### src/hw/psc_pkg.sv
// Constants, state encoding and carriers for the processor status and control register.
// Assumes a single 250 MHz core clock and an I/O port with eight-bit addresses.
package psc_pkg;

   ////////////////////////////////////////////////////////////////////////////////
   // clock and times
   localparam int unsigned CLK_PERIOD_PS = 4000;
   localparam int unsigned SE0_TIME_NS = 8000;
   localparam int unsigned WDT_TIME_MS = 8;
   localparam int unsigned WAKE_SHORT_US = 128;
   localparam int unsigned WAKE_LONG_MS = 128;
   localparam int unsigned SE0_CYCLES = (SE0_TIME_NS * 1000 + CLK_PERIOD_PS - 1) / CLK_PERIOD_PS;
   localparam int unsigned WDT_CYCLES = 32'((WDT_TIME_MS * 64'd1000000000) / CLK_PERIOD_PS);
   localparam int unsigned WAKE_SHORT_CYCLES = (WAKE_SHORT_US * 1000000) / CLK_PERIOD_PS;
   localparam int unsigned WAKE_LONG_CYCLES = 32'((WAKE_LONG_MS * 64'd1000000000) / CLK_PERIOD_PS);
   localparam int unsigned CNT_W = 26;
   localparam int unsigned SE0_CNT_W = 12;

   ////////////////////////////////////////////////////////////////////////////////
   // register map
   localparam logic [7:0] PSC_ADDR = 8'hFF;
   localparam logic [7:0] PSC_POR_VAL = 8'h11;
   localparam logic [7:0] PSC_WDT_VAL = 8'h41;
   localparam int unsigned B_RUN = 0;
   localparam int unsigned B_STEP = 1;
   localparam int unsigned B_IE = 2;
   localparam int unsigned B_SUSP = 3;
   localparam int unsigned B_POR = 4;
   localparam int unsigned B_USBRST = 5;
   localparam int unsigned B_WDT = 6;
   localparam int unsigned B_IRQ = 7;

   ////////////////////////////////////////////////////////////////////////////////
   // types
   typedef enum logic [3:0] {
      ST_RUN = 4'h1,
      ST_HALT = 4'h2,
      ST_SUSP = 4'h4,
      ST_WAKE = 4'h8
   } cpu_state_type;

   typedef struct packed {
      logic io_write;
      logic io_read;
      logic [7:0] addr;
      logic [7:0] wdata;
   } io_req_type;

   typedef struct packed {
      logic instr_done;
      logic halt_instr;
      logic disable_irq_instruction;
      logic enable_irq_instruction;
      logic return_from_irq_instruction;
      logic irq_ack;
      logic irq_request;
      logic bus_activity;
      logic wdt_clear;
   } core_evt_type;

   typedef struct packed {
      cpu_state_type st;
      logic [7:0] psc;
      logic ie;
      logic [CNT_W-1:0] wdt_cnt;
      logic [CNT_W-1:0] wake_cnt;
      logic [SE0_CNT_W-1:0] se0_cnt;
      logic se0_seen;
      logic [1:0] ack_stage;
      logic [7:0] rdata;
      logic bus_rst_irq;
      logic wdt_rst;
      logic latch_clr;
      logic vec_call;
   } psc_state_type;

endpackage : psc_pkg

### src/hw/cpu_status_control_reg.sv
// Processor status and control register with run, step, suspend and reset-cause logic.
// Assumes the core pulses its events for one clock, and sys_rst is the power-on reset.
`timescale 1ns/1ps

// Operation
// - halt instruction clears run bit 0, stopping after the current instruction.
// - once halted, only power-on or watchdog reset restarts the processor.
// - with single-step bit 1 set, run one instruction then clear run.
// - bit 2 reads interrupt enable; writes to it change nothing.
// - apart from resets, only disable, enable and return-from-interrupt instructions and interrupt acknowledge change interrupt enable.
// - writing one to bit 3 halts the core and enters low-power suspend.
// - pending interrupt or bus activity ends suspend; execution continues after the write.
// - suspend write discarded if bus activity or interrupt already pending.
// - power-on flag set selects 128us start-up, clear selects 128ms.
// - SE0 longer than 8us sets bit 5 and raises bus-reset interrupt.
// - bus reset only interrupts; the core is not reset.
// - over 8ms without watchdog clear gives watchdog reset and sets bit 6.
// - bit 7 set when interrupt recognised, cleared by interrupt acknowledge.
// - power-on reset loads 00010001.
// - watchdog reset loads 01000001.
// - acknowledge disables interrupts, then clears the latch, then calls the vector.
module cpu_status_control_reg #(
   parameter int unsigned WDT_LIMIT = psc_pkg::WDT_CYCLES,
   parameter int unsigned WAKE_SHORT = psc_pkg::WAKE_SHORT_CYCLES,
   parameter int unsigned WAKE_LONG = psc_pkg::WAKE_LONG_CYCLES,
   parameter int unsigned SE0_LIMIT = psc_pkg::SE0_CYCLES
) (
   input wire logic clk,
   input wire logic sys_rst,
   input wire logic ce,
   input wire psc_pkg::io_req_type io,
   input wire psc_pkg::core_evt_type core,
   input wire logic usb_se0,
   output logic [7:0] io_rdata,
   output logic cpu_run,
   output logic irq_enable,
   output logic suspend_mode,
   output logic latch_clear,
   output logic vector_call,
   output logic bus_reset_irq,
   output logic watchdog_reset,
   output logic power_on_flag
);

   ////////////////////////////////////////////////////////////////////////////////
   // limits at counter width
   localparam logic [psc_pkg::CNT_W-1:0] WDT_LIM = psc_pkg::CNT_W'(WDT_LIMIT);
   localparam logic [psc_pkg::CNT_W-1:0] WAKE_S = psc_pkg::CNT_W'(WAKE_SHORT);
   localparam logic [psc_pkg::CNT_W-1:0] WAKE_L = psc_pkg::CNT_W'(WAKE_LONG);
   localparam logic [psc_pkg::SE0_CNT_W-1:0] SE0_LIM = psc_pkg::SE0_CNT_W'(SE0_LIMIT);
   localparam logic [psc_pkg::CNT_W-1:0] CNT_ONE = psc_pkg::CNT_W'(1);
   localparam logic [psc_pkg::SE0_CNT_W-1:0] SE0_ONE = psc_pkg::SE0_CNT_W'(1);

   ////////////////////////////////////////////////////////////////////////////////
   // address decode shared by reads and writes
   function automatic logic psc_hit(input logic strobe, input logic [7:0] addr);
      psc_hit = strobe && (addr == psc_pkg::PSC_ADDR);
   endfunction : psc_hit

   psc_pkg::psc_state_type q;
   psc_pkg::psc_state_type d;
   logic wr_hit;
   logic rd_hit;
   logic wake_cause;
   logic [7:0] view;

   assign wr_hit = psc_hit(io.io_write, io.addr);
   assign rd_hit = psc_hit(io.io_read, io.addr);
   assign wake_cause = core.irq_request || core.bus_activity;

   // interrupt enable lives outside the stored byte
   always_comb begin
      view = q.psc;
      view[psc_pkg::B_IE] = q.ie;
   end

   ////////////////////////////////////////////////////////////////////////////////
   // next state
   always_comb begin
      d = q;
      d.bus_rst_irq = 1'b0;
      d.wdt_rst = 1'b0;
      d.latch_clr = 1'b0;
      d.vec_call = 1'b0;

      // register read returns a snapshot one cycle later
      if (rd_hit) begin
         d.rdata = view;
      end

      // firmware write of the writable fields
      if (wr_hit) begin
         d.psc[psc_pkg::B_RUN] = io.wdata[psc_pkg::B_RUN];
         d.psc[psc_pkg::B_STEP] = io.wdata[psc_pkg::B_STEP];
         d.psc[psc_pkg::B_POR] = io.wdata[psc_pkg::B_POR];
         d.psc[psc_pkg::B_USBRST] = io.wdata[psc_pkg::B_USBRST];
         d.psc[psc_pkg::B_WDT] = io.wdata[psc_pkg::B_WDT];
         d.psc[psc_pkg::B_SUSP] = 1'b0;
         if (io.wdata[psc_pkg::B_SUSP] && !wake_cause && q.st == psc_pkg::ST_RUN) begin
            d.psc[psc_pkg::B_SUSP] = 1'b1;
            d.st = psc_pkg::ST_SUSP;
         end
      end

      // halt instruction or single step ends at instruction boundary
      if (q.st == psc_pkg::ST_RUN && core.instr_done) begin
         if (core.halt_instr || q.psc[psc_pkg::B_STEP]) begin
            d.psc[psc_pkg::B_RUN] = 1'b0;
         end
      end

      // a cleared run bit stops the core until a reset
      if (d.st == psc_pkg::ST_RUN && !d.psc[psc_pkg::B_RUN]) begin
         d.st = psc_pkg::ST_HALT;
      end

      // interrupt enable: instructions and acknowledge only
      if (core.disable_irq_instruction) begin
         d.ie = 1'b0;
      end
      if (core.enable_irq_instruction || core.return_from_irq_instruction) begin
         d.ie = 1'b1;
      end

      // acknowledge sequence: disable, clear latch, call vector
      case (q.ack_stage)
         2'b00: begin
            if (core.irq_ack) begin
               d.ie = 1'b0;
               d.ack_stage = 2'b01;
            end
         end
         2'b01: begin
            d.latch_clr = 1'b1;
            d.ack_stage = 2'b10;
         end
         2'b10: begin
            d.vec_call = 1'b1;
            d.ack_stage = 2'b00;
         end
         default: begin
            d.ack_stage = 2'b00;
         end
      endcase

      // pending flag: recognition wins over acknowledge in the same cycle
      if (core.irq_ack) begin
         d.psc[psc_pkg::B_IRQ] = 1'b0;
      end
      if (core.irq_request && q.ie && core.instr_done && q.st == psc_pkg::ST_RUN) begin
         d.psc[psc_pkg::B_IRQ] = 1'b1;
      end

      // suspend and start-up
      case (q.st)
         psc_pkg::ST_SUSP: begin
            if (wake_cause) begin
               d.psc[psc_pkg::B_SUSP] = 1'b0;
               d.st = psc_pkg::ST_WAKE;
               d.wake_cnt = q.psc[psc_pkg::B_POR] ? WAKE_S : WAKE_L;
            end
         end
         psc_pkg::ST_WAKE: begin
            if (q.wake_cnt <= CNT_ONE) begin
               d.wake_cnt = '0;
               d.st = psc_pkg::ST_RUN;
            end else begin
               d.wake_cnt = q.wake_cnt - CNT_ONE;
            end
         end
         psc_pkg::ST_RUN: begin
         end
         psc_pkg::ST_HALT: begin
         end
         default: begin
            d.st = psc_pkg::ST_HALT;
         end
      endcase

      // bus reset: SE0 held beyond the limit flags once per event
      if (usb_se0) begin
         if (q.se0_cnt != SE0_LIM) begin
            d.se0_cnt = q.se0_cnt + SE0_ONE;
         end else if (!q.se0_seen) begin
            d.se0_seen = 1'b1;
            d.psc[psc_pkg::B_USBRST] = 1'b1;
            d.bus_rst_irq = 1'b1;
         end
      end else begin
         d.se0_cnt = '0;
         d.se0_seen = 1'b0;
      end

      // watchdog stops during suspend and start-up
      if (core.wdt_clear || q.st == psc_pkg::ST_SUSP || q.st == psc_pkg::ST_WAKE) begin
         d.wdt_cnt = '0;
      end else if (q.wdt_cnt != WDT_LIM) begin
         d.wdt_cnt = q.wdt_cnt + CNT_ONE;
      end else begin
         // one cycle past the limit: reset the core
         d.wdt_cnt = '0;
         d.wdt_rst = 1'b1;
         d.psc = psc_pkg::PSC_WDT_VAL;
         d.st = psc_pkg::ST_RUN;
         d.ie = 1'b0;
         d.ack_stage = 2'b00;
         d.wake_cnt = '0;
         d.latch_clr = 1'b0;
         d.vec_call = 1'b0;
      end
   end

   ////////////////////////////////////////////////////////////////////////////////
   // state register
   always_ff @(posedge clk or posedge sys_rst) begin
      if (sys_rst) begin
         q.st <= psc_pkg::ST_RUN;
         q.psc <= psc_pkg::PSC_POR_VAL;
         q.ie <= 1'b0;
         q.wdt_cnt <= '0;
         q.wake_cnt <= '0;
         q.se0_cnt <= '0;
         q.se0_seen <= 1'b0;
         q.ack_stage <= 2'b00;
         q.rdata <= 8'h00;
         q.bus_rst_irq <= 1'b0;
         q.wdt_rst <= 1'b0;
         q.latch_clr <= 1'b0;
         q.vec_call <= 1'b0;
      end else if (ce) begin
         q <= d;
      end
   end

   ////////////////////////////////////////////////////////////////////////////////
   // outputs
   assign io_rdata = q.rdata;
   assign cpu_run = (q.st == psc_pkg::ST_RUN);
   assign irq_enable = q.ie;
   assign suspend_mode = (q.st == psc_pkg::ST_SUSP);
   assign latch_clear = q.latch_clr;
   assign vector_call = q.vec_call;
   assign bus_reset_irq = q.bus_rst_irq;
   assign watchdog_reset = q.wdt_rst;
   assign power_on_flag = q.psc[psc_pkg::B_POR];

endmodule : cpu_status_control_reg

### config.mk
export PLATFORM = sky130hd
export DESIGN_NAME = cpu_status_control_reg
export DESIGN_NICKNAME = d
export VERILOG_FILES = /design/src/hw/psc_pkg.sv /design/src/hw/cpu_status_control_reg.sv
export SDC_FILE = /design/constraint.sdc
export NUM_CORES = 1
export LEC_CHECK = 0
export BUFFER_PORTS_ARGS = -buffer_cell sky130_fd_sc_hd__buf_2
export CAP_MARGIN = 20
export CORE_MARGIN = 10
export CORE_UTILIZATION = 53
export CTS_CLUSTER_SIZE = 20
export DETAILED_ROUTE_END_ITERATION = 7
export PLACE_DENSITY = 0.73
export SYNTH_ARGS = -nofsm -noshare
export SYNTH_HDL_FRONTEND = slang
export SYNTH_SLANG_ARGS = --single-unit
### constraint.sdc
create_clock -name clk -period 7.3 [get_ports clk]
set_input_delay 0.365 -clock clk [delete_from_list [all_inputs] [get_ports clk]]
set_output_delay 0.365 -clock clk [all_outputs]
set_load 0.02 [all_outputs]
**Word-level counts from Yosys, hierarchy flattened**

Index checks and enable logic that the tools add are counted.

- Add/sub/neg operators: 3
- $lt $le $gt $ge: 1
- Eq/ne operators: 12
- Muxes and demuxes: 46
- Reductions and logical operators: 21

Operators by type and width:

| operator | count |
|---|---|
| 26-bit two-way mux | 6 |
| 26-bit one-hot mux with 2 select lines | 1 |
| 13-bit two-way mux | 3 |
| 26-bit by 1-bit adder with 26-bit output (second input constant) | 1 |
| 26-bit by 1-bit less-or-equal comparator with 1-bit output (second input constant) | 1 |
| 26-bit by 21-bit != test with 1-bit output (second input constant) | 1 |
| 26-bit by 1-bit subtractor with 26-bit output (second input constant) | 1 |
| 25-bit two-way mux | 1 |
| 4-bit two-way mux | 6 |
| 1-bit two-way mux | 20 |
| 12-bit by 1-bit adder with 12-bit output (second input constant) | 1 |
| 12-bit two-way mux | 1 |
| 12-bit by 11-bit != test with 1-bit output (second input constant) | 1 |
| 4-bit one-hot mux with 3 select lines | 1 |
| 1-bit logical AND | 9 |
| 4-bit by 1-bit == test with 1-bit output (second input constant) | 2 |
| 8-bit == test (second input constant) | 1 |
| 2-bit two-way mux | 4 |
| 3-bit two-way mux | 2 |
| 2-bit AND reduction | 3 |
| 1-bit logical OR | 5 |
| 4-bit by 2-bit == test with 1-bit output (second input constant) | 1 |
| 4-bit by 3-bit == test with 1-bit output (second input constant) | 1 |
| 4-bit == test (second input constant) | 1 |
| other kinds (8) | 9 |

- Bits in registers: 91

**Logic depth before layout (Yosys ltp)**

- Depth in word-level cells: 13
- Gate-level depth with buffers: 10

**Worst setup path after synthesis**

OpenSTA, ideal clock, no wires.

- Path type: reg-to-reg
- Start: register q[88] in the netlist's numbering
- End: register q[89] in the netlist's numbering
- Setup time: 120 ps
- Arrival time: 2424 ps
- Data required time: 7180 ps
- Setup slack: 4755 ps
- Cell stages (with the launch flop): 7
- Buffers on the path: 1
- Cells stage by stage: dfstp_2 clkbuf_1 nor4b_1 nand4_1 nand3_1 o21ai_0 o211a_1

- Word-level cells in the longest chain between the ends: 11
- Elaborated cells on any way between the ends: 21

Ends and longest elaborated chain:

| element | RTL line | text |
|---|---|---|
| start: declaration | cpu_status_control_reg.sv:60 | `psc_pkg::psc_state_type q;` |
| 4-bit by 1-bit == test with 1-bit output * | -- |  |
| via cpu_run | cpu_status_control_reg.sv:35 | `output logic cpu_run,` |
| 1-bit logical AND | cpu_status_control_reg.sv:99 | `if (io.wdata[psc_pkg::B_SUSP] && !wake_cause && q.st == psc_pkg::ST_RUN) begin` |
| 4-bit two-way mux | cpu_status_control_reg.sv:99 |  |
| 4-bit two-way mux | cpu_status_control_reg.sv:92 | `if (wr_hit) begin` |
| 4-bit by 1-bit == test with 1-bit output | cpu_status_control_reg.sv:113 | `if (d.st == psc_pkg::ST_RUN && !d.psc[psc_pkg::B_RUN]) begin` |
| 1-bit logical AND | cpu_status_control_reg.sv:113 |  |
| 4-bit two-way mux | cpu_status_control_reg.sv:113 |  |
| 4-bit two-way mux, on equally long branches | cpu_status_control_reg.sv:164, cpu_status_control_reg.sv:157 |  |
| 4-bit one-hot mux with 3 select lines * | cpu_status_control_reg.sv:155 | `case (q.st)` |
| 13-bit two-way mux | cpu_status_control_reg.sv:197 | `end else if (q.wdt_cnt != WDT_LIM) begin` |
| 13-bit two-way mux * | cpu_status_control_reg.sv:195 | `if (core.wdt_clear \|\| q.st == psc_pkg::ST_SUSP \|\| q.st == psc_pkg::ST_WAKE) begin` |

Mark *: on every way through the listed nets, which the timed path passes. The rest lies on a longest branch.
A chain may end at the register's enable or synchronous reset.

**Worst setup path in the final report**

- Start: register q[36] in the netlist's numbering
- End: register q[47] in the netlist's numbering

- Word-level cells in the longest chain between the ends: 5
- Elaborated cells on any way between the ends: 6

Ends and longest elaborated chain:

| element | RTL line | text |
|---|---|---|
| 26-bit by 1-bit subtractor with 26-bit output / 26-bit by 1-bit less-or-equal comparator with 1-bit output (equally long branches) | cpu_status_control_reg.sv:168, cpu_status_control_reg.sv:164 |  |
| 26-bit two-way mux * | cpu_status_control_reg.sv:164 | `if (q.wake_cnt <= CNT_ONE) begin` |
| 26-bit one-hot mux with 2 select lines * | cpu_status_control_reg.sv:155 |  |
| 26-bit two-way mux | cpu_status_control_reg.sv:197 |  |
| 26-bit two-way mux * | cpu_status_control_reg.sv:195 |  |

Every way passes the cells marked *; elsewhere a longest branch is shown, timed or not.

==> flow_summary.json <==
{
  "grt_pass1_wl_microns": 20200,
  "synth_flop_cell": "dfrtp_1",
  "vdd_drop_max_v": 0.000134,
  "finalHoldViolCount": 0,
  "period_share_pct": 39.7,
  "fin_cells": 729,
  "cp_cell_sequence": "nor4_1, nand4_4, o21ai_4, nor2_1, a221o_1",
  "postCtsSetupBuffers": 0,
  "final_common_cell": "dfrtp_1",
  "grt_max_degree": 83,
  "critPathRequiredTime_ns": 7.54,
  "die-height_microns": 119,
  "drv_cap": 0,
  "dp_cells": 711,
  "synthesis.nets": 604,
  "die_x_microns": 119,
  "num_vias": 4291,
  "drt-initial-drc-count": 398,
  "worstSetupStartpointType": "flip-flop",
  "syn_to_final_growth_pct": 8.91,
  "placed_cell_area_sq_mm": 0.00536,
  "initial_core_util_pct": 55.0,
  "worst_pin_slew_ns": 1.00,
  "drtPass1Iterations": 5,
  "antenna_found_initial": 0,
  "cp-end-kind": "flip-flop",
  "rrSetupSlack_ns": 4.41,
  "cp.arrival_ns": 3.14,
  "drc_errors": 0,
  "crit_slowest_cell": "nor4_1",
  "routed_wl_microns": 11800,
  "crit_buf_inv": 0,
  "ff2ff_path_depth": 5,
  "viasPerCell": 5.89,
  "setup_violations": 0,
  "worst-path-stages": 5,
  "gp_congestion": 0.884,
  "io_pins": 47,
  "fin_area_sq_mm": 0.00561,
  "rows": 35,
  "antenna-diode-count": 0,
  "numClockSinks": 90,
  "crit_type": "flip-flop to flip-flop",
  "cts_max_level": 3,
  "cts_made_buffers": 9,
  "clock_latency_ns": 0.36,
  "layout-drive-gt1-share_pct": 16.2,
  "avgRoutedWirePerCell_microns": 16.2,
  "slew_headroom_pct": 32.6,
  "slowest_delay_ns": 0.88,
  "cts_hold_buffers": 1,
  "netlist_instances": 567,
  "synthTopCellsByArea": "dfrtp_1 (42%), nor2_1 (5.4%), nand2_1 (2.9%), xor2_1 (2.9%), nand3_1 (2.6%)",
  "ys_warn_count": 0,
  "cts_tree": "yes",
  "gr-usage-all-layers_pct": 16.8,
  "dieArea_sq_mm": 0.0141,
  "met2_length_microns": 5850,
  "synth_top_area_share_pct": 42.3,
  "setup_ws_ns": 4.41,
  "wl_met3_microns": 444,
  "dp_hpwl_microns": 8220,
  "syn_area_per_cell_sq_um": 9.08,
  "layout_common_cells": "dfrtp_1 (87), nor2_1 (74), buf_2 (45), nand2_1 (40), nand3_1 (27)",
  "synth_edf_count": 0,
  "grt_pass1_vias": 4200,
  "grt_overflow": 0,
  "max_freq_mhz": 345,
  "design.core.area_sq_mm": 0.00937,
  "fin_crit_ns": 2.89,
  "cts_buffer_depth": 2,
  "cts_resized": 0,
  "critical-path-top-delay-family": "simple AND/OR/NAND/NOR gates",
  "ant_nets": 0,
  "top_layer": "met4",
  "place.port_buffers": 44,
  "hold_path.class": "input port to flip-flop",
  "slew_violations": 0,
  "critPathMaxFanout": 14,
  "skew_ns": 0.00642,
  "wl_met1_microns": 5280,
  "whs_ns": 0.224,
  "async_flop_share_pct": 100,
  "finalSetupTns_ns": 0,
  "rsz0062_at_grt": "false",
  "holdPathStages": 2,
  "p_per_area_mw_per_mm2": 197,
  "syn-cell-area_sq_mm": 0.00515,
  "clk_root_buffer_cell": "clkbuf_8",
  "synth-seq-cells": 90,
  "nets": 633,
  "ys_seq_area_share_pct": 43.8,
  "path_clk_slew_ns": 0.09,
  "place_ws_ns": 4.30,
  "status": "finished, final reports clean",
  "p_leak_nw": 2.39,
  "synth.distinct_cells": 70,
  "yosysTopAreaCell": "dfrtp_1"
}
worst reg2reg max path: cells and delay by family (launching register included):
family | cells | cell delay (ns)
AND/OR/NAND/NOR | 3 | 1.46
AO/OA/AOI/OAI | 2 | 0.88
flip-flops | 1 | 0.45
per-layer routing:
layer | GRT usage [%] | up-vias
met4 | 6.56 | 0
li1 | - | 2101
met3 | 3.19 | 16
met1 | 21.2 | 2075
met2 | 27.7 | 99
met5 | 0 | -
layout make-up:
type / instances / area (sq um)
Multi-Input combinational cell: 425 / 2620
Tap cell: 129 / 161
Clock inverter: 4 / 77.6
Sequential cell: 90 / 2260
Fill cell: 836 / 3760
Inverter: 19 / 72.6
Timing Repair Buffer: 51 / 293
Clock buffer: 11 / 131
synthesized netlist by cell type, drive strengths merged (7+ instances only):
cell,instances
dfrtp,87
nor2,74
o21ai,50
nand2,41
nand3,27
nor3,25
a21oi,24
clkbuf,19
inv,18
xor2,17
nand4,15
buf,14
xnor2,13
nor4,11
mux2,9
or3,8
a31oi,7
nor4b,7
o31ai,7
sequential cells by signal, summed over array words and instances, names as in the netlist:
signal          flops
irq_enable          1
power_on_flag       1
vector_call         1
io_rdata            8
watchdog_reset      1
bus_reset_irq       1
q                  77
power breakdown:
group          switching, mW  internal, mW  total, mW
clock                  0.177         0.193      0.369
combinational         0.0917        0.0676      0.159
sequential            0.0438         0.536      0.579
final timing paths:
check	end	startpoint
worst max-delay path	q[47]	q[36]
worst min-delay path	power_on_flag	io[4]
worst max register to register	q[47]	q[36]
worst min register to register	q[52]	q[52]
max in group asynchronous	q[88]	sys_rst
min in group asynchronous	q[20]	sys_rst
stage by stage:
stage | total power, mW | utilization, %
after floorplan | 0.697 | -
after global placement | 0.738 | 57.2
after detailed placement | 0.745 | 57.2
after CTS | 1.12 | 59.5
after global routing | 1.16 | 59.9
final | 1.11 | 59.9
cell families (layout without fill, tap and decap cells):
family / count (synthesis) / after routing / share of synthesized area, %
flops: 90 / 90 / 43.8
xor+xnor: 30 / 30 / 5.10
compound gates: 129 / 129 / 16.3
buf+inv: 52 / 85 / 5.37
simple gates: 250 / 250 / 25.8
fa+ha+maj: 6 / 6 / 1.46
mux: 10 / 10 / 2.16
Note: power is estimated with default switching activity, not from simulation.
